**src/paging_pkg.sv**
```systemverilog
package paging_pkg;

  // ----------------------------------------------------------------
  // Register map (byte addresses, one 32-bit word each)
  // ----------------------------------------------------------------
  localparam int ADDR_W = 8;
  localparam logic [7:0] ADDR_CTRL = 8'h00; // Enable and page length select
  localparam logic [7:0] ADDR_IN_CNT = 8'h04; // Inbound word count
  localparam logic [7:0] ADDR_OUT_CNT = 8'h08; // Outbound word count
  localparam logic [7:0] ADDR_FAIL_LIMIT = 8'h0C; // Backplane failure limit
  localparam logic [7:0] ADDR_HEALTH_PTR = 8'h10; // Health record location, signed
  localparam logic [7:0] ADDR_STATUS = 8'h14; // Live state, read only
  localparam logic [7:0] ADDR_IRQ_STATUS = 8'h18; // Sticky events, cleared by read
  localparam logic [7:0] ADDR_IRQ_MASK = 8'h1C; // Interrupt enables

  // ----------------------------------------------------------------
  // Field layouts
  // ----------------------------------------------------------------
  localparam int CTRL_ENABLE_BIT = 0; // Start backplane paging
  localparam int CTRL_SIZE_LSB = 1; // Two-bit page length select
  localparam int ST_SUSP_BIT = 0; // Network traffic stopped
  localparam int ST_ACTIVE_BIT = 1; // Backplane transfer in flight
  localparam int ST_PT_LSB = 4; // Four pass-through ownership bits
  localparam int ST_PAGE_LSB = 8; // Current inbound page index
  localparam int ST_FAIL_LSB = 16; // Consecutive failure count
  localparam int IRQ_SUSPEND = 0; // Traffic stopped for failures
  localparam int IRQ_RESUME = 1; // Traffic resumed after success
  localparam int IRQ_BUSY = 2; // A port was answered busy
  localparam int IRQ_PT_DONE = 3; // Pass-through block delivered
  localparam int IRQ_BP_FAIL = 4; // One backplane transfer failed
  localparam int IRQ_W = 5;

  // ----------------------------------------------------------------
  // Page lengths and identifiers
  // ----------------------------------------------------------------
  localparam int CNT_W = 13; // Word counts and database indexes
  localparam int PAGE_W = 8; // Page indexes and page lengths
  localparam logic [1:0] SIZE_SEL_60 = 2'h0;
  localparam logic [1:0] SIZE_SEL_120 = 2'h1;
  localparam logic [1:0] SIZE_SEL_240 = 2'h2;
  localparam logic [7:0] PAGE_LEN_60 = 8'h3C;
  localparam logic [7:0] PAGE_LEN_120 = 8'h78;
  localparam logic [7:0] PAGE_LEN_240 = 8'hF0;
  localparam int PT_FUNCS = 4; // Write functions 5, 6, 15, 16 as index 0..3
  localparam logic [15:0] PT_ID_BASE = 16'h26E4; // First pass-through id, 9956
  localparam logic [7:0] BUSY_EXC_CODE = 8'h06; // Slave busy exception
  localparam logic [15:0] HEALTH_NONE = 16'hFFFF; // Location -1: do not store
  localparam logic [15:0] HEALTH_MAX = 16'h134B; // Highest location, 4939

  // ----------------------------------------------------------------
  // Reset values
  // ----------------------------------------------------------------
  localparam logic [31:0] CTRL_RST = 32'h0000_0000;
  localparam logic [12:0] CNT_RST = 13'h0000;
  localparam logic [15:0] FAIL_LIMIT_RST = 16'h0000;
  localparam logic [4:0] IRQ_MASK_RST = 5'h00;

  // ----------------------------------------------------------------
  // Types
  // ----------------------------------------------------------------
  typedef enum logic [1:0] {
    XS_IDLE = 2'b00,
    XS_XFER = 2'b01,
    XS_STEP = 2'b11
  } xfer_state_e;

  // Pass-through request from one serial slave port
  typedef struct packed {
    logic req; // One-cycle pulse
    logic [1:0] func; // Write function index
  } pt_cmd_s;

  // Answer to one serial slave port
  typedef struct packed {
    logic grant; // One-cycle pulse: command accepted
    logic busy; // One-cycle pulse: reply with exception
    logic [7:0] exc_code; // Exception code to send
  } pt_ans_s;

  // Header of one backplane exchange
  typedef struct packed {
    logic [15:0] image_id; // Word 0 of the inbound image
    logic [12:0] in_first; // First inbound word of the page
    logic [7:0] in_len; // Inbound words in the page
    logic [15:0] out_id; // Outbound page id
    logic [12:0] out_first; // First outbound word of the page
    logic [7:0] out_len; // Outbound words in the page
    logic health; // Page refreshes the health record
  } page_hdr_s;

endpackage

```
**src/backplane_paging_passthrough.sv**
```systemverilog
module backplane_paging_passthrough (
  input wire logic pclk,
  input wire logic presetn,
  input wire logic psel,
  input wire logic penable,
  input wire logic pwrite,
  input wire logic [7:0] paddr,
  input wire logic [31:0] pwdata,
  output logic [31:0] prdata,
  output logic pready,
  output logic pslverr,
  input paging_pkg::pt_cmd_s pt_cmd [2],
  output paging_pkg::pt_ans_s pt_ans [2],
  output logic net_suspend,
  output logic bp_req,
  output paging_pkg::page_hdr_s bp_hdr,
  input wire logic bp_done,
  input wire logic bp_ok,
  output logic health_store,
  output logic [12:0] health_addr,
  output logic irq
);

  // ----------------------------------------------------------------
  // Registers and state
  // ----------------------------------------------------------------
  logic [31:0] ctrl; // Enable and page length select
  logic [12:0] in_cnt; // Inbound word count
  logic [12:0] out_cnt; // Outbound word count
  logic [15:0] fail_limit; // Consecutive failures before stopping
  logic [15:0] health_ptr; // Signed health record location
  logic [4:0] irq_status; // Sticky events
  logic [4:0] irq_mask; // Event enables
  logic [15:0] fail_cnt; // Consecutive failed transfers
  logic suspended; // Network traffic stopped
  logic [7:0] in_page; // Current inbound page index
  logic [7:0] out_page; // Current outbound page index
  logic hdr_pt_v; // Exchange in flight carries a pass-through block
  logic [1:0] hdr_pt_idx; // Which function it carries
  paging_pkg::xfer_state_e state; // Exchange sequencer
  paging_pkg::xfer_state_e next_state;
  logic [3:0] pt_owned; // Pass-through ids held by a port
  logic pt_release; // Free the delivered id
  logic [4:0] events; // Events raised this cycle

  // ----------------------------------------------------------------
  // Helpers
  // ----------------------------------------------------------------
  // Reserved select code falls back to the smallest page
  function automatic logic [7:0] page_len_of(input logic [1:0] sel);
    if (sel == paging_pkg::SIZE_SEL_240) begin
      return paging_pkg::PAGE_LEN_240;
    end else if (sel == paging_pkg::SIZE_SEL_120) begin
      return paging_pkg::PAGE_LEN_120;
    end else begin
      return paging_pkg::PAGE_LEN_60;
    end
  endfunction

  // Pages needed for a count, rounded up
  function automatic logic [7:0] page_total_of(input logic [12:0] cnt, input logic [7:0] len);
    logic [13:0] sum;
    sum = {1'b0, cnt} + {6'h00, len} - 14'h0001;
    return 8'(sum / {6'h00, len});
  endfunction

  // Words in a given page; the last one keeps only the leftover
  function automatic logic [7:0] words_in_page(input logic [7:0] page, input logic [7:0] total,
                                               input logic [12:0] cnt, input logic [7:0] len);
    logic [12:0] first;
    first = 13'(page * len);
    if (total == 8'h00) begin
      return 8'h00;
    end else if (page == total - 8'h01) begin
      return 8'(cnt - first);
    end else begin
      return len;
    end
  endfunction

  // Next page index with wrap after the last page
  function automatic logic [7:0] step_page(input logic [7:0] page, input logic [7:0] total);
    if (total == 8'h00 || page >= total - 8'h01) begin
      return 8'h00;
    end else begin
      return page + 8'h01;
    end
  endfunction

  // Lowest held pass-through id
  function automatic logic [1:0] first_owned(input logic [3:0] bits);
    logic [1:0] idx;
    idx = 2'h0;
    for (int i = paging_pkg::PT_FUNCS - 1; i >= 0; i--) begin
      if (bits[i]) begin
        idx = 2'(i);
      end
    end
    return idx;
  endfunction

  // ----------------------------------------------------------------
  // Page arithmetic
  // ----------------------------------------------------------------
  logic [7:0] page_len; // Selected page length
  logic [7:0] in_total; // Inbound pages
  logic [7:0] out_total; // Outbound pages
  logic health_on; // Location is a valid database index

  assign page_len = page_len_of(ctrl[paging_pkg::CTRL_SIZE_LSB +: 2]);
  assign in_total = page_total_of(in_cnt, page_len);
  assign out_total = page_total_of(out_cnt, page_len);
  // Negative locations, -1 included, and too-high ones store nothing
  assign health_on = !health_ptr[15] && (health_ptr <= paging_pkg::HEALTH_MAX);

  // ----------------------------------------------------------------
  // Exchange sequencer
  // ----------------------------------------------------------------
  // A short step state spaces exchanges so counters settle first
  always_comb begin
    next_state = state;
    case (state)
      paging_pkg::XS_IDLE: begin
        if (ctrl[paging_pkg::CTRL_ENABLE_BIT]) begin
          next_state = paging_pkg::XS_XFER;
        end
      end
      paging_pkg::XS_XFER: begin
        if (bp_done) begin
          next_state = paging_pkg::XS_STEP;
        end
      end
      default: begin
        next_state = paging_pkg::XS_IDLE;
      end
    endcase
  end

  always_ff @(posedge pclk or negedge presetn) begin
    if (!presetn) begin
      state <= paging_pkg::XS_IDLE;
    end else begin
      state <= next_state;
    end
  end

  // Request held for the whole exchange
  assign bp_req = (state == paging_pkg::XS_XFER);

  // Header captured at the start so it stands still while in flight
  always_ff @(posedge pclk or negedge presetn) begin
    if (!presetn) begin
      bp_hdr <= '0;
      hdr_pt_v <= 1'b0;
      hdr_pt_idx <= 2'h0;
    end else if (state == paging_pkg::XS_IDLE && next_state == paging_pkg::XS_XFER) begin
      hdr_pt_v <= |pt_owned;
      hdr_pt_idx <= first_owned(pt_owned);
      // Pending pass-through id takes word 0, else the page id
      if (|pt_owned) begin
        bp_hdr.image_id <= paging_pkg::PT_ID_BASE + {14'h0000, first_owned(pt_owned)};
      end else begin
        bp_hdr.image_id <= {8'h00, in_page};
      end
      bp_hdr.in_first <= 13'(in_page * page_len);
      bp_hdr.in_len <= words_in_page(in_page, in_total, in_cnt, page_len);
      bp_hdr.out_id <= {8'h00, out_page};
      bp_hdr.out_first <= 13'(out_page * page_len);
      bp_hdr.out_len <= words_in_page(out_page, out_total, out_cnt, page_len);
      bp_hdr.health <= 1'b1;
    end
  end

  // Pages advance only on success, so a failed page is sent again
  always_ff @(posedge pclk or negedge presetn) begin
    if (!presetn) begin
      in_page <= 8'h00;
      out_page <= 8'h00;
    end else if (state == paging_pkg::XS_XFER && bp_done && bp_ok) begin
      in_page <= step_page(in_page, in_total);
      out_page <= step_page(out_page, out_total);
    end
  end

  assign pt_release = (state == paging_pkg::XS_XFER) && bp_done && bp_ok && hdr_pt_v;

  // ----------------------------------------------------------------
  // Failure counting and network suspension
  // ----------------------------------------------------------------
  logic [15:0] fail_inc; // Saturating next failure count
  assign fail_inc = (fail_cnt == 16'hFFFF) ? fail_cnt : fail_cnt + 16'h0001;

  always_ff @(posedge pclk or negedge presetn) begin
    if (!presetn) begin
      fail_cnt <= 16'h0000;
      suspended <= 1'b0;
    end else if (state == paging_pkg::XS_XFER && bp_done) begin
      if (bp_ok) begin
        fail_cnt <= 16'h0000;
        suspended <= 1'b0;
      end else begin
        fail_cnt <= fail_inc;
        // A zero limit never stops traffic
        if (fail_limit != 16'h0000 && fail_inc >= fail_limit) begin
          suspended <= 1'b1;
        end
      end
    end
  end

  assign net_suspend = suspended;

  // ----------------------------------------------------------------
  // Health record store
  // ----------------------------------------------------------------
  // Pulses once per delivered page with the database location
  always_ff @(posedge pclk or negedge presetn) begin
    if (!presetn) begin
      health_store <= 1'b0;
      health_addr <= 13'h0000;
    end else begin
      health_store <= (state == paging_pkg::XS_XFER) && bp_done && bp_ok && health_on;
      if (health_on) begin
        health_addr <= health_ptr[12:0];
      end
    end
  end

  // ----------------------------------------------------------------
  // Pass-through arbitration
  // ----------------------------------------------------------------
  pt_arbiter i_pt_arbiter (
    .pclk(pclk),
    .presetn(presetn),
    .cmd(pt_cmd),
    .suspended(suspended),
    .release_v(pt_release),
    .release_idx(hdr_pt_idx),
    .ans(pt_ans),
    .owned(pt_owned)
  );

  // ----------------------------------------------------------------
  // Interrupts
  // ----------------------------------------------------------------
  always_comb begin
    events = 5'h00;
    events[paging_pkg::IRQ_SUSPEND] = state == paging_pkg::XS_XFER && bp_done && !bp_ok &&
                                      !suspended && fail_limit != 16'h0000 &&
                                      fail_inc >= fail_limit;
    events[paging_pkg::IRQ_RESUME] = state == paging_pkg::XS_XFER && bp_done && bp_ok &&
                                     suspended;
    events[paging_pkg::IRQ_BUSY] = pt_ans[0].busy | pt_ans[1].busy;
    events[paging_pkg::IRQ_PT_DONE] = pt_release;
    events[paging_pkg::IRQ_BP_FAIL] = state == paging_pkg::XS_XFER && bp_done && !bp_ok;
  end

  // ----------------------------------------------------------------
  // APB slave
  // ----------------------------------------------------------------
  logic wr_hit; // Write access phase
  logic rd_clear; // Read of the event register completes
  logic addr_ok; // Address is mapped
  logic [31:0] rd_value; // Read mux

  assign wr_hit = psel && penable && pwrite;
  assign rd_clear = psel && penable && !pwrite && paddr == paging_pkg::ADDR_IRQ_STATUS;
  // Zero wait states: every access ends in its first access cycle
  assign pready = 1'b1;
  assign pslverr = psel && penable && !addr_ok;

  // Sticky events; a read clears only the bits it returned, so an event
  // that lands after the setup-cycle capture is not lost
  always_ff @(posedge pclk or negedge presetn) begin
    if (!presetn) begin
      irq_status <= 5'h00;
    end else begin
      irq_status <= (irq_status & ~(rd_clear ? prdata[4:0] : 5'h00)) | events;
    end
  end

  assign irq = |(irq_status & irq_mask);

  // Writable registers
  always_ff @(posedge pclk or negedge presetn) begin
    if (!presetn) begin
      ctrl <= paging_pkg::CTRL_RST;
      in_cnt <= paging_pkg::CNT_RST;
      out_cnt <= paging_pkg::CNT_RST;
      fail_limit <= paging_pkg::FAIL_LIMIT_RST;
      health_ptr <= paging_pkg::HEALTH_NONE;
      irq_mask <= paging_pkg::IRQ_MASK_RST;
    end else if (wr_hit) begin
      if (paddr == paging_pkg::ADDR_CTRL) begin
        ctrl <= {29'h0000_0000, pwdata[2:0]};
      end else if (paddr == paging_pkg::ADDR_IN_CNT) begin
        in_cnt <= pwdata[12:0];
      end else if (paddr == paging_pkg::ADDR_OUT_CNT) begin
        out_cnt <= pwdata[12:0];
      end else if (paddr == paging_pkg::ADDR_FAIL_LIMIT) begin
        fail_limit <= pwdata[15:0];
      end else if (paddr == paging_pkg::ADDR_HEALTH_PTR) begin
        health_ptr <= pwdata[15:0];
      end else if (paddr == paging_pkg::ADDR_IRQ_MASK) begin
        irq_mask <= pwdata[4:0];
      end
    end
  end

  // Read mux and address check
  always_comb begin
    rd_value = 32'h0000_0000;
    addr_ok = 1'b1;
    if (paddr == paging_pkg::ADDR_CTRL) begin
      rd_value = ctrl;
    end else if (paddr == paging_pkg::ADDR_IN_CNT) begin
      rd_value = {19'h00000, in_cnt};
    end else if (paddr == paging_pkg::ADDR_OUT_CNT) begin
      rd_value = {19'h00000, out_cnt};
    end else if (paddr == paging_pkg::ADDR_FAIL_LIMIT) begin
      rd_value = {16'h0000, fail_limit};
    end else if (paddr == paging_pkg::ADDR_HEALTH_PTR) begin
      rd_value = {16'h0000, health_ptr};
    end else if (paddr == paging_pkg::ADDR_STATUS) begin
      rd_value[paging_pkg::ST_SUSP_BIT] = suspended;
      rd_value[paging_pkg::ST_ACTIVE_BIT] = bp_req;
      rd_value[paging_pkg::ST_PT_LSB +: 4] = pt_owned;
      rd_value[paging_pkg::ST_PAGE_LSB +: 8] = in_page;
      rd_value[paging_pkg::ST_FAIL_LSB +: 16] = fail_cnt;
    end else if (paddr == paging_pkg::ADDR_IRQ_STATUS) begin
      rd_value = {27'h0000000, irq_status};
    end else if (paddr == paging_pkg::ADDR_IRQ_MASK) begin
      rd_value = {27'h0000000, irq_mask};
    end else begin
      addr_ok = 1'b0; // Unmapped: zero data and an error
    end
  end

  // Read data captured in the setup cycle, stable through access
  always_ff @(posedge pclk or negedge presetn) begin
    if (!presetn) begin
      prdata <= 32'h0000_0000;
    end else if (psel && !penable && !pwrite) begin
      prdata <= rd_value;
    end
  end

endmodule // backplane_paging_passthrough

```
**src/pt_arbiter.sv**
```systemverilog
module pt_arbiter (
  input wire logic pclk,
  input wire logic presetn,
  input paging_pkg::pt_cmd_s cmd [2],
  input wire logic suspended,
  input wire logic release_v,
  input wire logic [1:0] release_idx,
  output paging_pkg::pt_ans_s ans [2],
  output logic [3:0] owned
);

  // ----------------------------------------------------------------
  // Ownership decision
  // ----------------------------------------------------------------
  logic [3:0] next_owned; // Ownership after this cycle
  logic [1:0] grant_now; // Ports granted this cycle
  logic [1:0] busy_now; // Ports refused this cycle

  // Port 0 is looked at first, so on a same-cycle tie it counts as earlier
  always_comb begin
    next_owned = owned;
    grant_now = 2'b00;
    busy_now = 2'b00;
    // A delivered block frees its identifier before new claims
    if (release_v) begin
      next_owned[release_idx] = 1'b0;
    end
    for (int p = 0; p < 2; p++) begin
      // Stopped ports carry no traffic, so claims are ignored
      if (cmd[p].req && !suspended) begin
        if (!next_owned[cmd[p].func]) begin
          next_owned[cmd[p].func] = 1'b1;
          grant_now[p] = 1'b1;
        end else begin
          busy_now[p] = 1'b1;
        end
      end
    end
  end

  // ----------------------------------------------------------------
  // State and answers
  // ----------------------------------------------------------------
  // One owner per identifier; the holder is the port that claimed first
  always_ff @(posedge pclk or negedge presetn) begin
    if (!presetn) begin
      owned <= 4'h0;
    end else begin
      owned <= next_owned;
    end
  end

  // Registered answers so the ports see clean pulses
  always_ff @(posedge pclk or negedge presetn) begin
    if (!presetn) begin
      for (int p = 0; p < 2; p++) begin
        ans[p] <= '0;
      end
    end else begin
      for (int p = 0; p < 2; p++) begin
        ans[p].grant <= grant_now[p];
        ans[p].busy <= busy_now[p];
        ans[p].exc_code <= busy_now[p] ? paging_pkg::BUSY_EXC_CODE : 8'h00;
      end
    end
  end

endmodule // pt_arbiter

```
**config.mk**
```make
export PLATFORM = sky130hd
export DESIGN_NAME = backplane_paging_passthrough
export DESIGN_NICKNAME = d
export VERILOG_FILES = /design/src/paging_pkg.sv /design/src/backplane_paging_passthrough.sv /design/src/pt_arbiter.sv
export SDC_FILE = /design/constraint.sdc
export NUM_CORES = 1
export LEC_CHECK = 0
export BUFFER_PORTS_ARGS = -buffer_cell sky130_fd_sc_hd__buf_2
export CORE_MARGIN = 2
export CORE_UTILIZATION = 53
export CTS_BUF_LIST = sky130_fd_sc_hd__clkbuf_8
export DETAILED_ROUTE_END_ITERATION = 16
export PLACE_DENSITY = 0.7
export REMOVE_ABC_BUFFERS = 1
export SKIP_LAST_GASP = 1
export SLEW_MARGIN = 20
export SYNTH_ARGS = -nofsm -noshare
export SYNTH_HDL_FRONTEND = slang
export SYNTH_SLANG_ARGS = --single-unit
```
**constraint.sdc**
```tcl
create_clock -name pclk -period 32.5 [get_ports pclk]
set_input_delay 0 -clock pclk [delete_from_list [all_inputs] [get_ports pclk]]
set_output_delay 0 -clock pclk [all_outputs]
set_load 0.05 [all_outputs]
```
==> summary.txt <==
Setup path
  – Maximum fanout along the worst path: 33
  – Critical Path AT: 22780 ps
  – Top cell by count, worst path: ha_1
  – Critical path's largest stage delay: 750 ps
  – CP Capture Type: flip-flop
  – Register-to-register setup slack: 10230 ps
  – Worst r2r src: ctrl[1]
  – Critical-path top delay cell: a2111oi_0
  – Beginning of the critical path: ctrl[1]
  – Worst EP required: 33020 ps
  – FF-to-FF End: bp_hdr[3]
  – Worst-case reg-to-reg path depth: 85
  – Critical setup path kind: reg -> reg
  – CP Launch Type: flip-flop

CTS
  – Num CTS Buffers: 41
  – Post-CTS Setup Repair Bufs: 0
  – Clk Latency, worst-skew pair: 610 ps
  – Root Driver: clkbuf_8
  – Clk sinks: 218
  – Worst-path clk slew: 60 ps
  – Clock Path Buffers: 3
  – CTS tree: done
  – Htree depth: 2

Yosys
  – Yosys reg bits: 218
  – Post-synth top area share: 23.8%
  – EDFF count, synth: 0
  – Seq/Total Area, Yosys: 25.8%
  – Adder-Cell Fraction of Synth Area: 14.1%
  – Share of flip-flops with an asynchronous set or reset after synthesis: 100%
  – Syn. warnings: 0
  – Main combinational cell family by area after synthesis: compound AO/OA/AOI/OAI gates
  – Mux contribution to synthesized area: 6.44%
  – Area contributors post-synth: dfrtp_1 (24%), ha_1 (9.6%), nand2_1 (4.9%)
  – Post-synthesis compound-gate area fraction: 22.0%
  – Synth Instances: 2493
  – Post-synth design cell area: 0.0212 sq mm
  – Simple-gate portion of the synthesized area: 19.4%
  – Synth Area in XOR/XNOR: 6.12%
  – Ys flop type: dfrtp_1
  – Yosys top cell by area: dfrtp_1
  – Avg Cell Area, Syn: 8.51 sq um
  – Cell variety after synth: 126

Final layout
  – Synth-to-layout area growth: 10.7%
  – Proportion of layout cells with a drive suffix above 1: 16.1%
  – Nets: 2896
  – Final core utilization: 59.2%
  – Fill count: 3622
  – Diodes inserted: 0

Global route
  – Largest net degree at the start of global routing: 93
  – Vias in the first global route: 18.9k
  – Global-route wire length before repair: 98.9 mm
  – Initial antenna violation count: 0
  – Gr ovfl total: 0
  – Global Route Usage Sum: 29.4%

Timing
  – RSZ-0062 raised after global routing: false
  – Fmax: 0.0449 GHz
  – Max-slew violation count: 0
  – Final Cycle Share: 68.5%
  – Slew HR: 25.2%
  – Clock Skew: 37.1 ps
  – Final worst-path setup slack: 10230 ps
  – Final hold viol count: 0
  – Final min period: 22270 ps
  – Setup violations, final: 0
  – Slew @ Worst Pin: 1120 ps
  – Fin Setup TNS: 0 ps
  – Final Hold Slack: 15.4 ps

Detailed routing
  – Wire per inst: 19.1 um
  – DR vias: 19.5k
  – Via density: 6.11
  – Antenna viol nets, final: 0
  – DRC: 0
  – First DRT Iteration DRCs: 1500
  – First-pass DRT Iterations: 5
  – Routed WL: 61.0 mm

Power
  – Leak: 11.2 nW
  – Cell Pwr Density: 53.7 mW/mm^2
  – VDD IR max: 0.0329 mV
  – Tot Pwr: 1.26 mW

Floorplanning
  – Die area: 0.0417 sq mm
  – Core Area: 0.0396 sq mm
  – I/O pin count: 199
  – Die H: 204 um
  – Chip width: 204 um
  – Initial core utilization: 53.5%
  – Row Count: 73

Run
  – Max_cap viols: 0

Placement
  – Placement Setup Slack: 10570 ps
  – Input/output buffers: 152
  – Gpl congestion: 0.922
  – DP Wirelength: 45.5 mm

Status
  – Status: completed

Worst hold path
  – Worst hold-check path type: in -> async
-- metrics by stage --
stage	area, sq um	instances
floorplan	20600	2388
global placement	22200	3078
detailed placement	22200	3078
CTS	23500	3189
global route	23500	3189
finish	23500	3189
-- cells in the mapped netlist, types with 19 or more instances --
library cell  number
a211oi_1          24
a21o_1            51
a21oi_1          125
and2_1            21
and3_1            19
buf_4             38
clkbuf_1          68
dfrtp_1          202
fa_1              48
ha_1             162
inv_1            161
mux2_2            91
mux2i_1           26
nand2_1          279
nand2b_1          35
nand3_1           59
nand4_1           29
nor2_1           167
nor2b_1           29
nor3_1            68
nor4_1            26
o211ai_1          23
o21a_1            32
o21ai_0          171
o31ai_1           24
xnor2_1           97
xor2_1            43
-- logic make-up (layout without fill, tap and decap cells) --
logic type	count (synthesis)	in the layout
AOI/OAI and AO/OA	674	674
xor gates and xnor gates	144	144
adders and majority gates	211	211
buffers and inverters	295	438
DFF	218	218
muxes	121	121
other	2	30
and+or+nand+nor	828	828
-- worst max path at each step --
stage	to	slack, ps	cells past startpoint
detailed placement	bp_hdr[3]	10570	85
global route	bp_hdr[3]	8150	85
finish	bp_hdr[3]	10230	85
floorplan	in_page[5]	13690	86
CTS	bp_hdr[3]	10490	85
global placement	bp_hdr[3]	10920	85
-- what timing repair did --
action | CTS | global route
hold buffers | 37 | 0
resized for setup | 0 | 0
hold endpoints to repair | 173 | 0
endpoints found under the setup margin | 0 | 0
-- layer usage --
layer	vias up	GRT usage, %	routed length, um
li1	9234	-	-
met1	9473	40.6	27200
met2	659	47.2	27700
met3	124	4.48	3980
met4	0	10.1	2010
met5	-	0	0
-- worst max-delay path, delay by kind of cell (launching register included) --
family | cells | cell delay, ps
mux | 2 | 610
flops | 1 | 380
buf+inv | 10 | 1970
compound gates | 29 | 7660
xor+xnor | 6 | 1370
simple gates | 24 | 5480
fa+ha+maj | 14 | 4630
-- cells in the final DEF, fill, tap and decap left out, drive strengths merged, types with 27 or more instances in the layout --
cell type    netlist  routed
nand2            281     281
dfrtp            202     202
o21ai            189     189
inv              162     176
nor2             168     168
buf               65     165
ha               162     162
a21oi            128     128
xnor2             99      99
mux2              91      91
nor3              74      74
nand3             60      60
clkbuf            68      54
a21o              52      52
fa                48      48
xor2              44      44
dlygate4sd3        0      37
nand2b            35      35
o21a              32      32
conb               2      30
nor2b             30      30
nand4             29      29
nor4              29      29
mux2i             27      27
-- area by class of cell --
cell class	count	area, sq um	area share, %
repair buffers	202	1240	5.27
clock inverters	20	145	0.618
clock buffers	54	743	3.16
well taps	525	657	2.80
multi-input cells	2008	14600	62.2
flip-flops and latches	218	5480	23.3
inverters	162	608	2.59
-- where the power goes --
| group | internal (mW) | switching [mW] |
|---|---|---|
| Combinational | 0.233 | 0.410 |
| Sequential | 0.296 | 0.0272 |
| Clock | 0.165 | 0.129 |
| Total | 0.694 | 0.566 |
-- sequential cells by signal (all words and copies together), names as in the netlist --
register / flops
bp_hdr: 56
ctrl: 3
fail_cnt: 16
fail_limit: 16
hdr_pt_idx: 2
health_addr: 13
health_ptr: 16
health_store: 1
i_pt_arbiter.ans: 4
i_pt_arbiter.owned: 4
in_cnt: 13
in_page: 8
irq_mask: 5
irq_status: 5
net_suspend: 1
out_cnt: 13
out_page: 8
prdata: 32
state: 2
Note: power is estimated with default switching activity, not from simulation.
